$ cat src/pemsk_pkg.sv
// Constants for the power event interrupt mask and control register block
package pemsk_pkg;

  // Register location and widths
  localparam logic [7:0] PEMSK_CTRL_ADDR  = 8'h06;
  localparam int         PEMSK_DATA_W     = 8;
  localparam logic [7:0] PEMSK_CTRL_RESET = 8'h00;
  localparam logic [7:0] PEMSK_CTRL_MASK  = 8'h3E;
  localparam logic [7:0] PEMSK_RD_NONE    = 8'h00;

  // Field positions inside the control register
  localparam int PEMSK_EXTPWR_BIT = 5;
  localparam int PEMSK_HOSTPWR_BIT = 4;
  localparam int PEMSK_ILIM_BIT   = 3;
  localparam int PEMSK_BROWN_BIT  = 2;
  localparam int PEMSK_STEPUP_BIT = 1;

  // Event source positions in the change detector vector
  localparam int PEMSK_SRC_W      = 8;
  localparam int PEMSK_SRC_USB    = 0;
  localparam int PEMSK_SRC_WALL   = 1;
  localparam int PEMSK_SRC_EXT    = 2;
  localparam int PEMSK_SRC_RUN    = 3;
  localparam int PEMSK_SRC_ID     = 4;
  localparam int PEMSK_SRC_ILIM   = 5;
  localparam int PEMSK_SRC_BROWN  = 6;
  localparam int PEMSK_SRC_HOT    = 7;

  // Address decode, shared by the read and the write path
  function automatic logic pemsk_hit(input logic [7:0] addr);
    pemsk_hit = (addr == PEMSK_CTRL_ADDR);
  endfunction : pemsk_hit

endpackage : pemsk_pkg

$ cat src/pemsk_change_det.sv
// Change detector: one-cycle flag per bit whenever a status input toggles
`timescale 1ns/100ps
module pemsk_change_det
  import pemsk_pkg::*;
(
  // Clock and reset
  input  wire logic                   core_clk,
  input  wire logic                   resetn,
  // Status levels in, change flags out
  input  wire logic [PEMSK_SRC_W-1:0] sample,
  output logic      [PEMSK_SRC_W-1:0] change_q
);

  typedef struct packed {
    logic [PEMSK_SRC_W-1:0] prev;
    logic                   primed;
    logic [PEMSK_SRC_W-1:0] change;
  } pemsk_det_state_t;

  pemsk_det_state_t s_q;
  pemsk_det_state_t s_d;

  // First sample after reset only primes history, so reset is no event
  always_comb begin
    s_d        = s_q;
    s_d.prev   = sample;
    s_d.primed = 1'b1;
    s_d.change = s_q.primed ? (sample ^ s_q.prev) : '0;
  end

  always_ff @(posedge core_clk or negedge resetn) begin
    if (!resetn) begin
      s_q <= '0;
    end else begin
      s_q <= s_d;
    end
  end

  assign change_q = s_q.change;

endmodule : pemsk_change_det

$ cat src/pemsk_power_event_mask.sv
// Interrupt enable and step-up control register with pending request latch
`timescale 1ns/100ps
module pemsk_power_event_mask
  import pemsk_pkg::*;
(
  // Clock and reset
  input  wire logic                    core_clk,
  input  wire logic                    resetn,
  // Register port toward the serial host controller
  input  wire logic [7:0]              reg_addr,
  input  wire logic                    reg_wr,
  input  wire logic [PEMSK_DATA_W-1:0] reg_wdata,
  input  wire logic                    reg_rd,
  output logic      [PEMSK_DATA_W-1:0] reg_rdata_q,
  // Input power status
  input  wire logic                    usb_input_sense_good,
  input  wire logic                    wall_input_sense_good,
  input  wire logic                    external_power_good,
  input  wire logic                    usb_voltage_present,
  input  wire logic                    wall_voltage_present,
  input  wire logic                    input_current_limited,
  input  wire logic                    brownout_limiting_active,
  // Host power (step-up) status and setting
  input  wire logic                    step_up_running,
  input  wire logic                    otg_id_sensed,
  input  wire logic                    auto_step_up_lockout,
  // Thermistor comparators and overheat options
  input  wire logic                    thermistor_upper_limit,
  input  wire logic                    thermistor_lower_limit,
  input  wire logic                    thermistor_overheat_limit,
  input  wire logic                    overheat_irq_on,
  input  wire logic                    overheat_conditioner_on,
  // Control outputs
  output logic                         irq_pending_q,
  output logic                         step_up_enable_q,
  output logic                         charge_pause_q,
  output logic                         conditioner_enable_q
);

  // Behaviour overview
  //
  // The block owns one 8-bit control word at sub-address 0x06. Bits 5 to 2
  // are interrupt enables for four groups of status levels, bit 1 is the
  // manual step-up request, and bits 7, 6 and 0 are not stored here. They
  // read back as zero. A neighbouring register shares the sub-address in the
  // full device, so those positions are left alone on purpose.
  //
  // Interrupt path
  //   Every watched status level is sampled once per clock. A change flag
  //   is raised for one cycle whenever a sample differs from the previous
  //   one. The flags are grouped, each group is gated by its enable bit (overheat by overheat_irq_on), and
  //   any surviving trigger sets the pending request. That request stands
  //   until the host writes the control word again, whatever data it
  //   writes. A trigger in the very cycle of that write still sets the
  //   request, because losing an event is worse than one spare interrupt.
  //
  //   Changes seen while a group is disabled leave no trace. Turning an
  //   enable on later does not replay them; the host must read the status
  //   levels itself after enabling a group.
  //
  //   The first sample after reset only primes the change history, so the
  //   levels present when reset is released never count as an event.
  //
  // Step-up path
  //   The step-up enable follows either the manual request bit or the
  //   automatic request, which needs the id sense with the lockout
  //   released. Voltage on either input forces the enable low, whichever
  //   request is active; this check has the last word.
  //
  // Thermistor path
  //   Charging pauses while the temperature sits outside the window of the
  //   upper and lower comparators. The overheat comparator can raise an
  //   interrupt, turn on the battery conditioner, or both, each under its
  //   own option input.
  //
  // Every output comes straight from a register of the state struct, so the
  // controls lag their inputs by one clock; the pending request lags a status
  // change by two, since the change detector adds its own register stage.

  typedef struct packed {
    logic [PEMSK_DATA_W-1:0] ctrl;
    logic                    irq;
    logic                    step_up;
    logic                    pause;
    logic                    cond;
    logic [PEMSK_DATA_W-1:0] rdata;
  } pemsk_top_state_t;

  pemsk_top_state_t s_q;
  pemsk_top_state_t s_d;

  logic [PEMSK_SRC_W-1:0] status_vec;
  logic [PEMSK_SRC_W-1:0] changed;
  logic                   wr_hit;
  logic                   event_hit;
  logic                   auto_req;

  // Gather every watched status level into one vector
  always_comb begin
    status_vec                  = '0;
    status_vec[PEMSK_SRC_USB]   = usb_input_sense_good;
    status_vec[PEMSK_SRC_WALL]  = wall_input_sense_good;
    status_vec[PEMSK_SRC_EXT]   = external_power_good;
    status_vec[PEMSK_SRC_RUN]   = step_up_running;
    status_vec[PEMSK_SRC_ID]    = otg_id_sensed;
    status_vec[PEMSK_SRC_ILIM]  = input_current_limited;
    status_vec[PEMSK_SRC_BROWN] = brownout_limiting_active;
    status_vec[PEMSK_SRC_HOT]   = thermistor_overheat_limit;
  end

  pemsk_change_det u_change_det (
    .core_clk (core_clk),
    .resetn   (resetn),
    .sample   (status_vec),
    .change_q (changed)
  );

  assign wr_hit = reg_wr && pemsk_hit(reg_addr);

  // Raw change of each source group, before its enable is applied
  logic chg_extpwr;
  logic chg_hostpwr;
  logic chg_ilim;
  logic chg_brown;
  logic chg_hot;

  // Group triggers after gating; kept apart so each can be probed alone
  logic fire_extpwr;
  logic fire_hostpwr;
  logic fire_ilim;
  logic fire_brown;
  logic fire_hot;

  // Collect the change flags of each group
  always_comb begin
    chg_extpwr  = changed[PEMSK_SRC_USB] || changed[PEMSK_SRC_WALL] ||
                  changed[PEMSK_SRC_EXT];
    chg_hostpwr = changed[PEMSK_SRC_RUN] || changed[PEMSK_SRC_ID];
    chg_ilim    = changed[PEMSK_SRC_ILIM];
    chg_brown   = changed[PEMSK_SRC_BROWN];
    chg_hot     = changed[PEMSK_SRC_HOT];
  end

  // Each source group is gated by its own enable bit, the overheat group by overheat_irq_on
  always_comb begin
    fire_extpwr  = s_q.ctrl[PEMSK_EXTPWR_BIT] && chg_extpwr;
    fire_hostpwr = s_q.ctrl[PEMSK_HOSTPWR_BIT] && chg_hostpwr;
    fire_ilim    = s_q.ctrl[PEMSK_ILIM_BIT] && chg_ilim;
    fire_brown   = s_q.ctrl[PEMSK_BROWN_BIT] && chg_brown;
    fire_hot     = overheat_irq_on && chg_hot;
    event_hit    = fire_extpwr || fire_hostpwr || fire_ilim ||
                   fire_brown || fire_hot;
  end

  // Automatic start only on id detection with the lockout released
  assign auto_req = otg_id_sensed && !auto_step_up_lockout;

  always_comb begin
    s_d = s_q;
    // Only the owned fields store; other bit positions read back as zero
    if (wr_hit) begin
      s_d.ctrl = reg_wdata & PEMSK_CTRL_MASK;
    end
    // Write acknowledges, but a same-cycle event still sets so none is lost
    if (event_hit) begin
      s_d.irq = 1'b1;
    end else if (wr_hit) begin
      s_d.irq = 1'b0;
    end
    // Input voltage overrides both manual and automatic requests
    s_d.step_up = (s_q.ctrl[PEMSK_STEPUP_BIT] || auto_req)
                  && !usb_voltage_present
                  && !wall_voltage_present;
    s_d.pause = thermistor_upper_limit || thermistor_lower_limit;
    s_d.cond  = thermistor_overheat_limit && overheat_conditioner_on;
    // Read data is registered; unmapped addresses answer zero
    if (reg_rd) begin
      s_d.rdata = pemsk_hit(reg_addr) ? s_q.ctrl : PEMSK_RD_NONE;
    end
  end

  always_ff @(posedge core_clk or negedge resetn) begin
    if (!resetn) begin
      s_q       <= '0;
      s_q.ctrl  <= PEMSK_CTRL_RESET;
      s_q.rdata <= PEMSK_RD_NONE;
    end else begin
      s_q <= s_d;
    end
  end

  assign reg_rdata_q          = s_q.rdata;
  assign irq_pending_q        = s_q.irq;
  assign step_up_enable_q     = s_q.step_up;
  assign charge_pause_q       = s_q.pause;
  assign conditioner_enable_q = s_q.cond;

endmodule : pemsk_power_event_mask

$ cat config.mk
export PLATFORM = sky130hd
export DESIGN_NAME = pemsk_power_event_mask
export DESIGN_NICKNAME = d
export VERILOG_FILES = /design/src/pemsk_pkg.sv /design/src/pemsk_change_det.sv /design/src/pemsk_power_event_mask.sv
export SDC_FILE = /design/constraint.sdc
export NUM_CORES = 1
export LEC_CHECK = 0
export ABC_AREA = 1
export BUFFER_PORTS_ARGS = -buffer_cell sky130_fd_sc_hd__buf_2
export CAP_MARGIN = 20
export CORE_MARGIN = 2
export CORE_UTILIZATION = 51
export CTS_CLUSTER_SIZE = 10
export DETAILED_ROUTE_END_ITERATION = 6
export HOLD_SLACK_MARGIN = 0.1
export PLACE_DENSITY_LB_ADDON = 0.12
export SYNTH_ARGS = -nofsm -noshare
export SYNTH_HDL_FRONTEND = slang
export SYNTH_SLANG_ARGS = --single-unit
$ cat constraint.sdc
create_clock -name core_clk -period 1.9 [get_ports core_clk]
set_input_delay 0.38 -clock core_clk [delete_from_list [all_inputs] [get_ports core_clk]]
set_output_delay 0.38 -clock core_clk [all_outputs]
set_load 0.02 [all_outputs]
==> qor.yml, run 1 <==
ys_seq_area_share_pct: 61.14
synth_compound_area_share_pct: 0.7890
synthXorXnorAreaFrac_pct: 0
syn_to_final_growth_pct: 21.89
initial_core_util_pct: 52.65
grt_max_degree: 32
finalCriticalPeriod_ps: 1247
setup_viol: 0
numClockSinks: 31
seq_power_share_pct: 52.8
ys_top_cells_by_area: "dfrtp_1 61%, nand2_1 13%, nor2_1 6.2%"
finalMaxSlewViolations: 0
crit_chain: "buf_2"
dr.first_iter.drc_count: 11
synth_edf_count: 0
dp_hpwl_um: 1574
powerDensity_nw_per_um2: 860.7
worst-path-max-fanout: 2
synth_async_sr_flop_share_pct: 100.0
synthSimpleGateAreaFrac_pct: 29.49
critPathSlowestCell: "dfrtp_1"
peakVddDrop_mv: 0.6415
grt_usage_pct: 17.63
cts.path.max_buffers: 2
worstPathRequired_ps: 1520
ys_warn_count: 0
postRouteWirelength_um: 2087
design_area_sq_um: 1546
globalplace.congestion: 0.7508
intPower_mw: 1.043
nNetsFinal: 216
layout-drive-gt1-share_pct: 30.22
power.switching_mw: 0.2879
via_per_inst: 4.505
startpoint_type: "register"
relSlewSlack_pct: 56.41
postSynthCellCount: 140
core_sq_um: 2410
maxCapViolCount: 0
cp_data_arrival_time_ps: 870
final_util_pct: 64.17
fmax_mhz: 801.9
die_h_um: 53.88
hold_viol_final: 0
leakage_nw: 0.9106
clkPwrFrac_pct: 39.1
swShare_pct: 21.63
num_vias: 955
postRouteAntennaNets: 0
synth_top_cell_by_area: "dfrtp_1"
num_rows: 18
finalClockSkew_ps: 4.324
num_io_pins: 47
wl_per_cell_um: 9.844
layout.cells.non_filler: 212
first_global_vias: 894
synthTopCellsByCount: "45 x nand2_1, 31 x dfrtp_1, 21 x nor2_1"
critPathBufInv: 1
status: "completed"
rsz0062_at_grt: "no"
ys_seq_elements: 31
slowest_delay_ps: 390
tritoncts: "built"
synth.most_common_cell: "nand2_1"
combPwrFrac_pct: 8.1
cts_max_level: 2
cts-root-buf: "clkbuf_4"
synth.top_cell.area_share_pct: 61.14
hp-class: "in2reg"
synthFlopType: "dfrtp_1"
grt_pass1_wl_um: 3374
dieWidth_um: 53.88
firstDrtPassIters: 4
portBuffers: 40
cp_top_family: "flip-flops"
clkLatencyLatePin_ps: 310
fin_tns_setup_ps: 0
synth_top_family_by_area: "simple AND/OR/NAND/NOR gates"
cts.clk_slew.worst_paths_ps: 90
critPathKind: "reg2out"
synth_area_per_cell_sq_um: 9.062
synth_cell_types: 16
die_area_sq_um: 2903
route.detailed.drc: 0
end_kind: "output pin"
dp.cells: 203
grt_overflow: 0
antenna_found_initial: 0
period_share_pct: 65.63
synth_fa_ha_area_share_pct: 0
worstMarginPinSlew_ps: 653.8
whs_ps: 188.0
dpl_cell_area_sq_um: 1450
cts_buffers: 5
diodes: 0
syn_area_sq_um: 1269
synth_mux_area_share_pct: 0
==> logic make-up (layout without fill, tap and decap cells) <==
kind of cell,count (synthesis),in the layout
compound gates,2,2
other cells,2,4
simple gates,86,86
flops,31,31
buf+inv,19,59
==> per-layer routing <==
layer	share of wire [%]	vias to the layer above	track usage [%]	wire (um)
met3	5.8	4	8.333	121
met2	52	27	28.86	1077
li1	-	496	-	-
met4	2.2	0	12.39	46
met5	0	-	0	0
met1	40	428	17.43	842
==> what timing repair did <==
item	CTS	global route
hold buffers	1	0
gates resized for setup	0	0
buffers inserted	0	0
hold endpoints to repair	31	0
==> sequential cells by signal (all words and copies together) (netlist names) <==
signal,cells
reg_rdata_q,5
step_up_enable_q,1
s_q,5
conditioner_enable_q,1
charge_pause_q,1
u_change_det.s_q,9
irq_pending_q,1
u_change_det.change_q,8
==> per-stage QoR <==
step | setup slack [ps] | power, mW
after detailed placement | 721.4 | 0.8241
after global routing | 600.0 | 1.396
final | 653.0 | 1.331
after global placement | 736.4 | 0.8190
after CTS | 624.1 | 1.352
after floorplan | 910.3 | 0.7652
==> layout by cell type (no fill, tap or decap), drive strengths merged <==
cell         count
nand2           47
buf             40
dfrtp           31
nor2            24
nand3           12
inv             10
clkbuf           6
conb             4
nor3             2
a21oi            1
or2              1
o21ai            1
bufinv           1
clkinv           1
dlygate4sd3      1
==> area by class of cell <==
cell class,instances,area (sq um)
sequential,31,775.7
fill,221,863.3
clock buffer,6,51.30
tap,30,37.54
inverter,10,37.54
multi-input combinational,92,399.1
timing repair buffer,41,210.2
clock inverter,2,35.03
==> power groups by stage <==
stage | clock [mW] | sequential, mW | combinational, mW
6_report | 0.521 | 0.703 | 0.108
5_1_grt | 0.565 | 0.706 | 0.125
4_1_cts | 0.539 | 0.703 | 0.110
3_5_place_dp | 0 | 0.716 | 0.109
3_3_place_gp | 0 | 0.715 | 0.104
2_1_floorplan | 0 | 0.715 | 0.0504
==> worst register-to-register path, stage by stage (launching register included) <==
cell     delay, ps
dfrtp_1        380
o21ai_0        170
nand3_1        110
nor2_1         110
nand2_1         60
==> final timing paths <==
kind                       cells past startpoint                     start                    to  slack [ps]
setup / recovery                               1             irq_pending_q         irq_pending_q         650
hold / removal                                 1       external_power_good  u_change_det.s_q[11]         190
setup reg to reg                               4  u_change_det.change_q[4]         irq_pending_q         970
hold reg to reg                                2            reg_rdata_q[3]        reg_rdata_q[3]         480
max in group asynchronous                      2                    resetn        charge_pause_q         850
min in group asynchronous                      2                    resetn        reg_rdata_q[1]         620
Power figures use the tool's default switching activity.
==> inputs of run 2 (changes only) <==
--- a/config.mk
+++ b/config.mk
@@ -9,7 +9,7 @@
 export BUFFER_PORTS_ARGS = -buffer_cell sky130_fd_sc_hd__buf_2
 export CAP_MARGIN = 20
 export CORE_MARGIN = 2
-export CORE_UTILIZATION = 51
+export CORE_UTILIZATION = 47
 export CTS_CLUSTER_SIZE = 10
 export DETAILED_ROUTE_END_ITERATION = 6
 export HOLD_SLACK_MARGIN = 0.1
==> constraint.sdc (replaced) <==
create_clock -name core_clk -period 1.3 [get_ports core_clk]
set_input_delay 0.26 -clock core_clk [delete_from_list [all_inputs] [get_ports core_clk]]
set_output_delay 0.26 -clock core_clk [all_outputs]
set_load 0.02 [all_outputs]
==> qor.yml, run 2 (same netlist as run 1, synthesis figures left out) <==
initial_core_util_pct: 50.30
first_global_vias: 957
worstPathRequired_ps: 1040
portBuffers: 40
mostFrequentLayoutCells: "45 x nand2_1, 40 x buf_2, 31 x dfrtp_1"
syn_to_final_growth_pct: 31.36
ff2ff_path_depth: 4
num_rows: 18
hold_viol_final: 0
peakVddDrop_mv: 0.9629
fmax_mhz: 869.5
postRouteAntennaNets: 0
grt_usage_pct: 16.22
fillers: 230
ctsResizeCount: 0
slowest_delay_ps: 410
largest_register: "u_change_det.s_q"
num_io_pins: 47
multi_input_comb_area_sq_um: 399.1
cp_data_arrival_time_ps: 890
antenna_found_initial: 0
finalMaxSlewViolations: 0
critPathBufInv: 1
cts_setup_buffers: 0
num_vias: 1013
period_share_pct: 88.47
grt_overflow: 0
tritoncts: "built"
postRouteWirelength_um: 2244
cts_hold_buf: 11
status: "completed"
cp_top_family: "flip-flops"
die_h_um: 55.96
startpoint_type: "register"
maxCapViolCount: 0
critPathKind: "reg2out"
worst-path-max-fanout: 2
cts.path.max_buffers: 2
cts.clk_slew.worst_paths_ps: 90
setup_viol: 0
crit_chain: "buf_2"
fin_tns_setup_ps: 0
dp_hpwl_um: 1613
finalCriticalPeriod_ps: 1150
grt_pass1_wl_um: 3843
pre_cts_ws_ps: 211.9
hp-class: "in2reg"
largest_reg_flops: 9
firstDrtPassIters: 4
globalplace.congestion: 0.7917
cts_buffers: 5
dieWidth_um: 55.96
dr.first_iter.drc_count: 14
die_area_sq_um: 3131
via_per_inst: 4.543
finalClockSkew_ps: 7.288
critPathSlowestCell: "dfrtp_1"
route.detailed.drc: 0
leakage_nw: 0.9617
diodes: 0
mostFrequentLayoutCell: "nand2_1"
powerDensity_nw_per_um2: 1192
core_sq_um: 2522
end_kind: "output pin"
wl_per_cell_um: 10.06
nNetsFinal: 227
setup_slack_ps: 149.9
grt_max_degree: 32
numClockSinks: 31
rsz0062_at_grt: "no"
layout-drive-gt1-share_pct: 29.02
cts-root-buf: "clkbuf_4"
whs_path_depth: 3
clkLatencyLatePin_ps: 320
register_area_sq_um: 775.7
cp.depth: 1
cts_max_level: 2
==> run 2: power breakdown <==
| part | switching, mW | internal (mW) |
|---|---|---|
| Combinational | 0.0984 | 0.0905 |
| Clock | 0.317 | 0.454 |
| Sequential | 0.0214 | 1.01 |
| Total | 0.437 | 1.55 |
==> run 2: worst paths after layout <==
kind                                               start                   end  slack (ps)
worst max-delay path                       irq_pending_q         irq_pending_q         150
worst min-delay path             overheat_conditioner_on  conditioner_enable_q         120
worst max register to register  u_change_det.change_q[1]         irq_pending_q         370
worst min register to register            reg_rdata_q[1]        reg_rdata_q[1]         480
max in group asynchronous                         resetn  u_change_det.s_q[15]         730
min in group asynchronous                         resetn               s_q[17]         400
==> run 2: metal layers <==
layer  wire (um)  GRT usage (%)
met2        1150          27.89
met3         115          4.884
met1         909          17.75
met4          68          9.184
met5           0              0
==> run 2: final cells by class <==
| type | instances | share of cell area, % |
|---|---|---|
| Clock buffer | 6 | 3.078 |
| Clock inverter | 2 | 2.102 |
| Inverter | 10 | 2.252 |
| Multi-Input combinational cell | 92 | 23.95 |
| Sequential cell | 31 | 46.55 |
| Tap cell | 30 | 2.252 |
| Timing Repair Buffer | 52 | 19.82 |
==> run 2: per-stage QoR <==
| step | instance area [sq um] | power [mW] | hold slack, ps | std cells | utilization (%) |
|---|---|---|---|---|---|
| 2_1_floorplan | 1276 | 1.118 | -35.59 | 142 | - |
| 3_3_place_gp | 1470 | 1.205 | 222.4 | 204 | 58.28 |
| 3_5_place_dp | 1470 | 1.213 | 221.7 | 204 | 58.28 |
| 4_1_cts | 1667 | 2.014 | 101.9 | 223 | 66.07 |
| 5_1_grt | 1667 | 2.082 | 101.6 | 223 | 66.07 |
| 6_report | 1667 | 1.987 | 117.0 | 223 | 66.07 |
==> inputs of run 3 (changes only) <==
--- a/config.mk
+++ b/config.mk
@@ -9,7 +9,8 @@
 export BUFFER_PORTS_ARGS = -buffer_cell sky130_fd_sc_hd__buf_2
 export CAP_MARGIN = 20
 export CORE_MARGIN = 2
-export CORE_UTILIZATION = 47
+export CORE_UTILIZATION = 51
+export CTS_BUF_LIST = sky130_fd_sc_hd__clkbuf_4 sky130_fd_sc_hd__clkbuf_8 sky130_fd_sc_hd__clkbuf_16
 export CTS_CLUSTER_SIZE = 10
 export DETAILED_ROUTE_END_ITERATION = 6
 export HOLD_SLACK_MARGIN = 0.1
==> constraint.sdc (replaced) <==
create_clock -name core_clk -period 1.35 [get_ports core_clk]
set_input_delay 0.27 -clock core_clk [delete_from_list [all_inputs] [get_ports core_clk]]
set_output_delay 0.27 -clock core_clk [all_outputs]
set_load 0.02 [all_outputs]
==> qor.yml, run 3 (same netlist as run 1, synthesis figures left out) <==
finalClockSkew_ps: 6.350
globalplace.congestion: 0.7493
portBuffers: 40
die_area_sq_um: 2903
multi_input_comb_area_sq_um: 399.1
finalMaxSlewViolations: 0
hp-class: "in2reg"
finalCriticalPeriod_ps: 1168
setup_viol: 0
leakage_nw: 0.9361
worstPathRequired_ps: 1080
mostFrequentLayoutCells: "45 x nand2_1, 40 x buf_2, 31 x dfrtp_1"
hold_viol_final: 0
peakVddDrop_mv: 0.9494
dr.first_iter.drc_count: 18
initial_core_util_pct: 52.65
grt_overflow: 0
power.switching_mw: 0.4463
largest_register: "u_change_det.s_q"
fillers: 205
wl_per_cell_um: 9.978
syn_to_final_growth_pct: 28.11
powerDensity_nw_per_um2: 1044
grt_pass1_wl_um: 3594
dp_hpwl_um: 1594
dieWidth_um: 53.88
intPower_mw: 1.250
period_share_pct: 86.54
dpl_cell_area_sq_um: 1458
ctsResizeCount: 0
total_power_mw: 1.696
startpoint_type: "register"
mostFrequentLayoutCell: "nand2_1"
die_h_um: 53.88
layout.cells.non_filler: 223
cts-root-buf: "clkbuf_4"
layout-drive-gt1-share_pct: 29.02
tritoncts: "built"
fmax_mhz: 855.9
cts_setup_buffers: 0
largest_reg_flops: 9
cts_max_level: 2
antenna_found_initial: 0
numClockSinks: 31
firstDrtPassIters: 4
route.detailed.drc: 0
num_vias: 989
final_util_pct: 67.45
slowest_delay_ps: 400
postRouteAntennaNets: 0
clkLatencyLatePin_ps: 330
register_area_sq_um: 775.7
worst-path-max-fanout: 2
cts_buffers: 5
critPathBufInv: 1
via_per_inst: 4.435
grt_max_degree: 32
cts_hold_buf: 11
critPathKind: "reg2out"
first_global_vias: 902
status: "completed"
cp_top_family: "flip-flops"
maxCapViolCount: 0
end_kind: "output pin"
cts.clk_slew.worst_paths_ps: 100
design_area_sq_um: 1625
core_sq_um: 2410
crit_chain: "buf_2"
rsz0062_at_grt: "no"
dp.cells: 204
seq_power_share_pct: 58.3
swShare_pct: 26.31
setup_slack_ps: 181.7
clkPwrFrac_pct: 31.3
critPathSlowestCell: "dfrtp_1"
cp_data_arrival_time_ps: 900
postRouteWirelength_um: 2225
combPwrFrac_pct: 10.4
cts.path.max_buffers: 2
pre_cts_ws_ps: 277.1
num_rows: 18
whs_ps: 117.9
grt_usage_pct: 18.13
diodes: 0
num_io_pins: 47
fin_tns_setup_ps: 0
nNetsFinal: 227
run 3: path summary, 6_finish.rpt:
kind	from	to	slack [ps]	cells past startpoint
worst max-delay path	irq_pending_q	irq_pending_q	180	1
worst max register to register	s_q[15]	irq_pending_q	480	6
worst min register to register	reg_rdata_q[3]	reg_rdata_q[3]	490	2
worst min-delay path	overheat_conditioner_on	conditioner_enable_q	120	3
min in group asynchronous	resetn	reg_rdata_q[2]	460	3
max in group asynchronous	resetn	u_change_det.s_q[16]	610	3
run 3: routing by layer:
layer / share of wire [%] / vias to the layer above / track usage [%]
li1: - / 517 / -
met1: 41 / 442 / 19.71
met2: 51 / 26 / 30.89
met3: 6.3 / 4 / 7.500
met4: 1.1 / 0 / 7.692
met5: 0 / - / 0
run 3: power by group through the flow:
| stage | combinational, mW | clock [mW] | sequential (mW) |
|---|---|---|---|
| global route | 0.202 | 0.582 | 0.994 |
| CTS | 0.179 | 0.548 | 0.990 |
| floorplan | 0.0710 | 0 | 1.01 |
| finish | 0.176 | 0.531 | 0.989 |
| detailed placement | 0.155 | 0 | 1.01 |
| global placement | 0.148 | 0 | 1.01 |
run 3: cell type report:
type                       count  area share, %
sequential                    31          47.73
multi-input combinational     92          24.56
tap                           30          2.309
clock buffer                   5          2.309
timing repair buffer          52          19.55
inverter                      10          2.309
clock inverter                 3          1.232
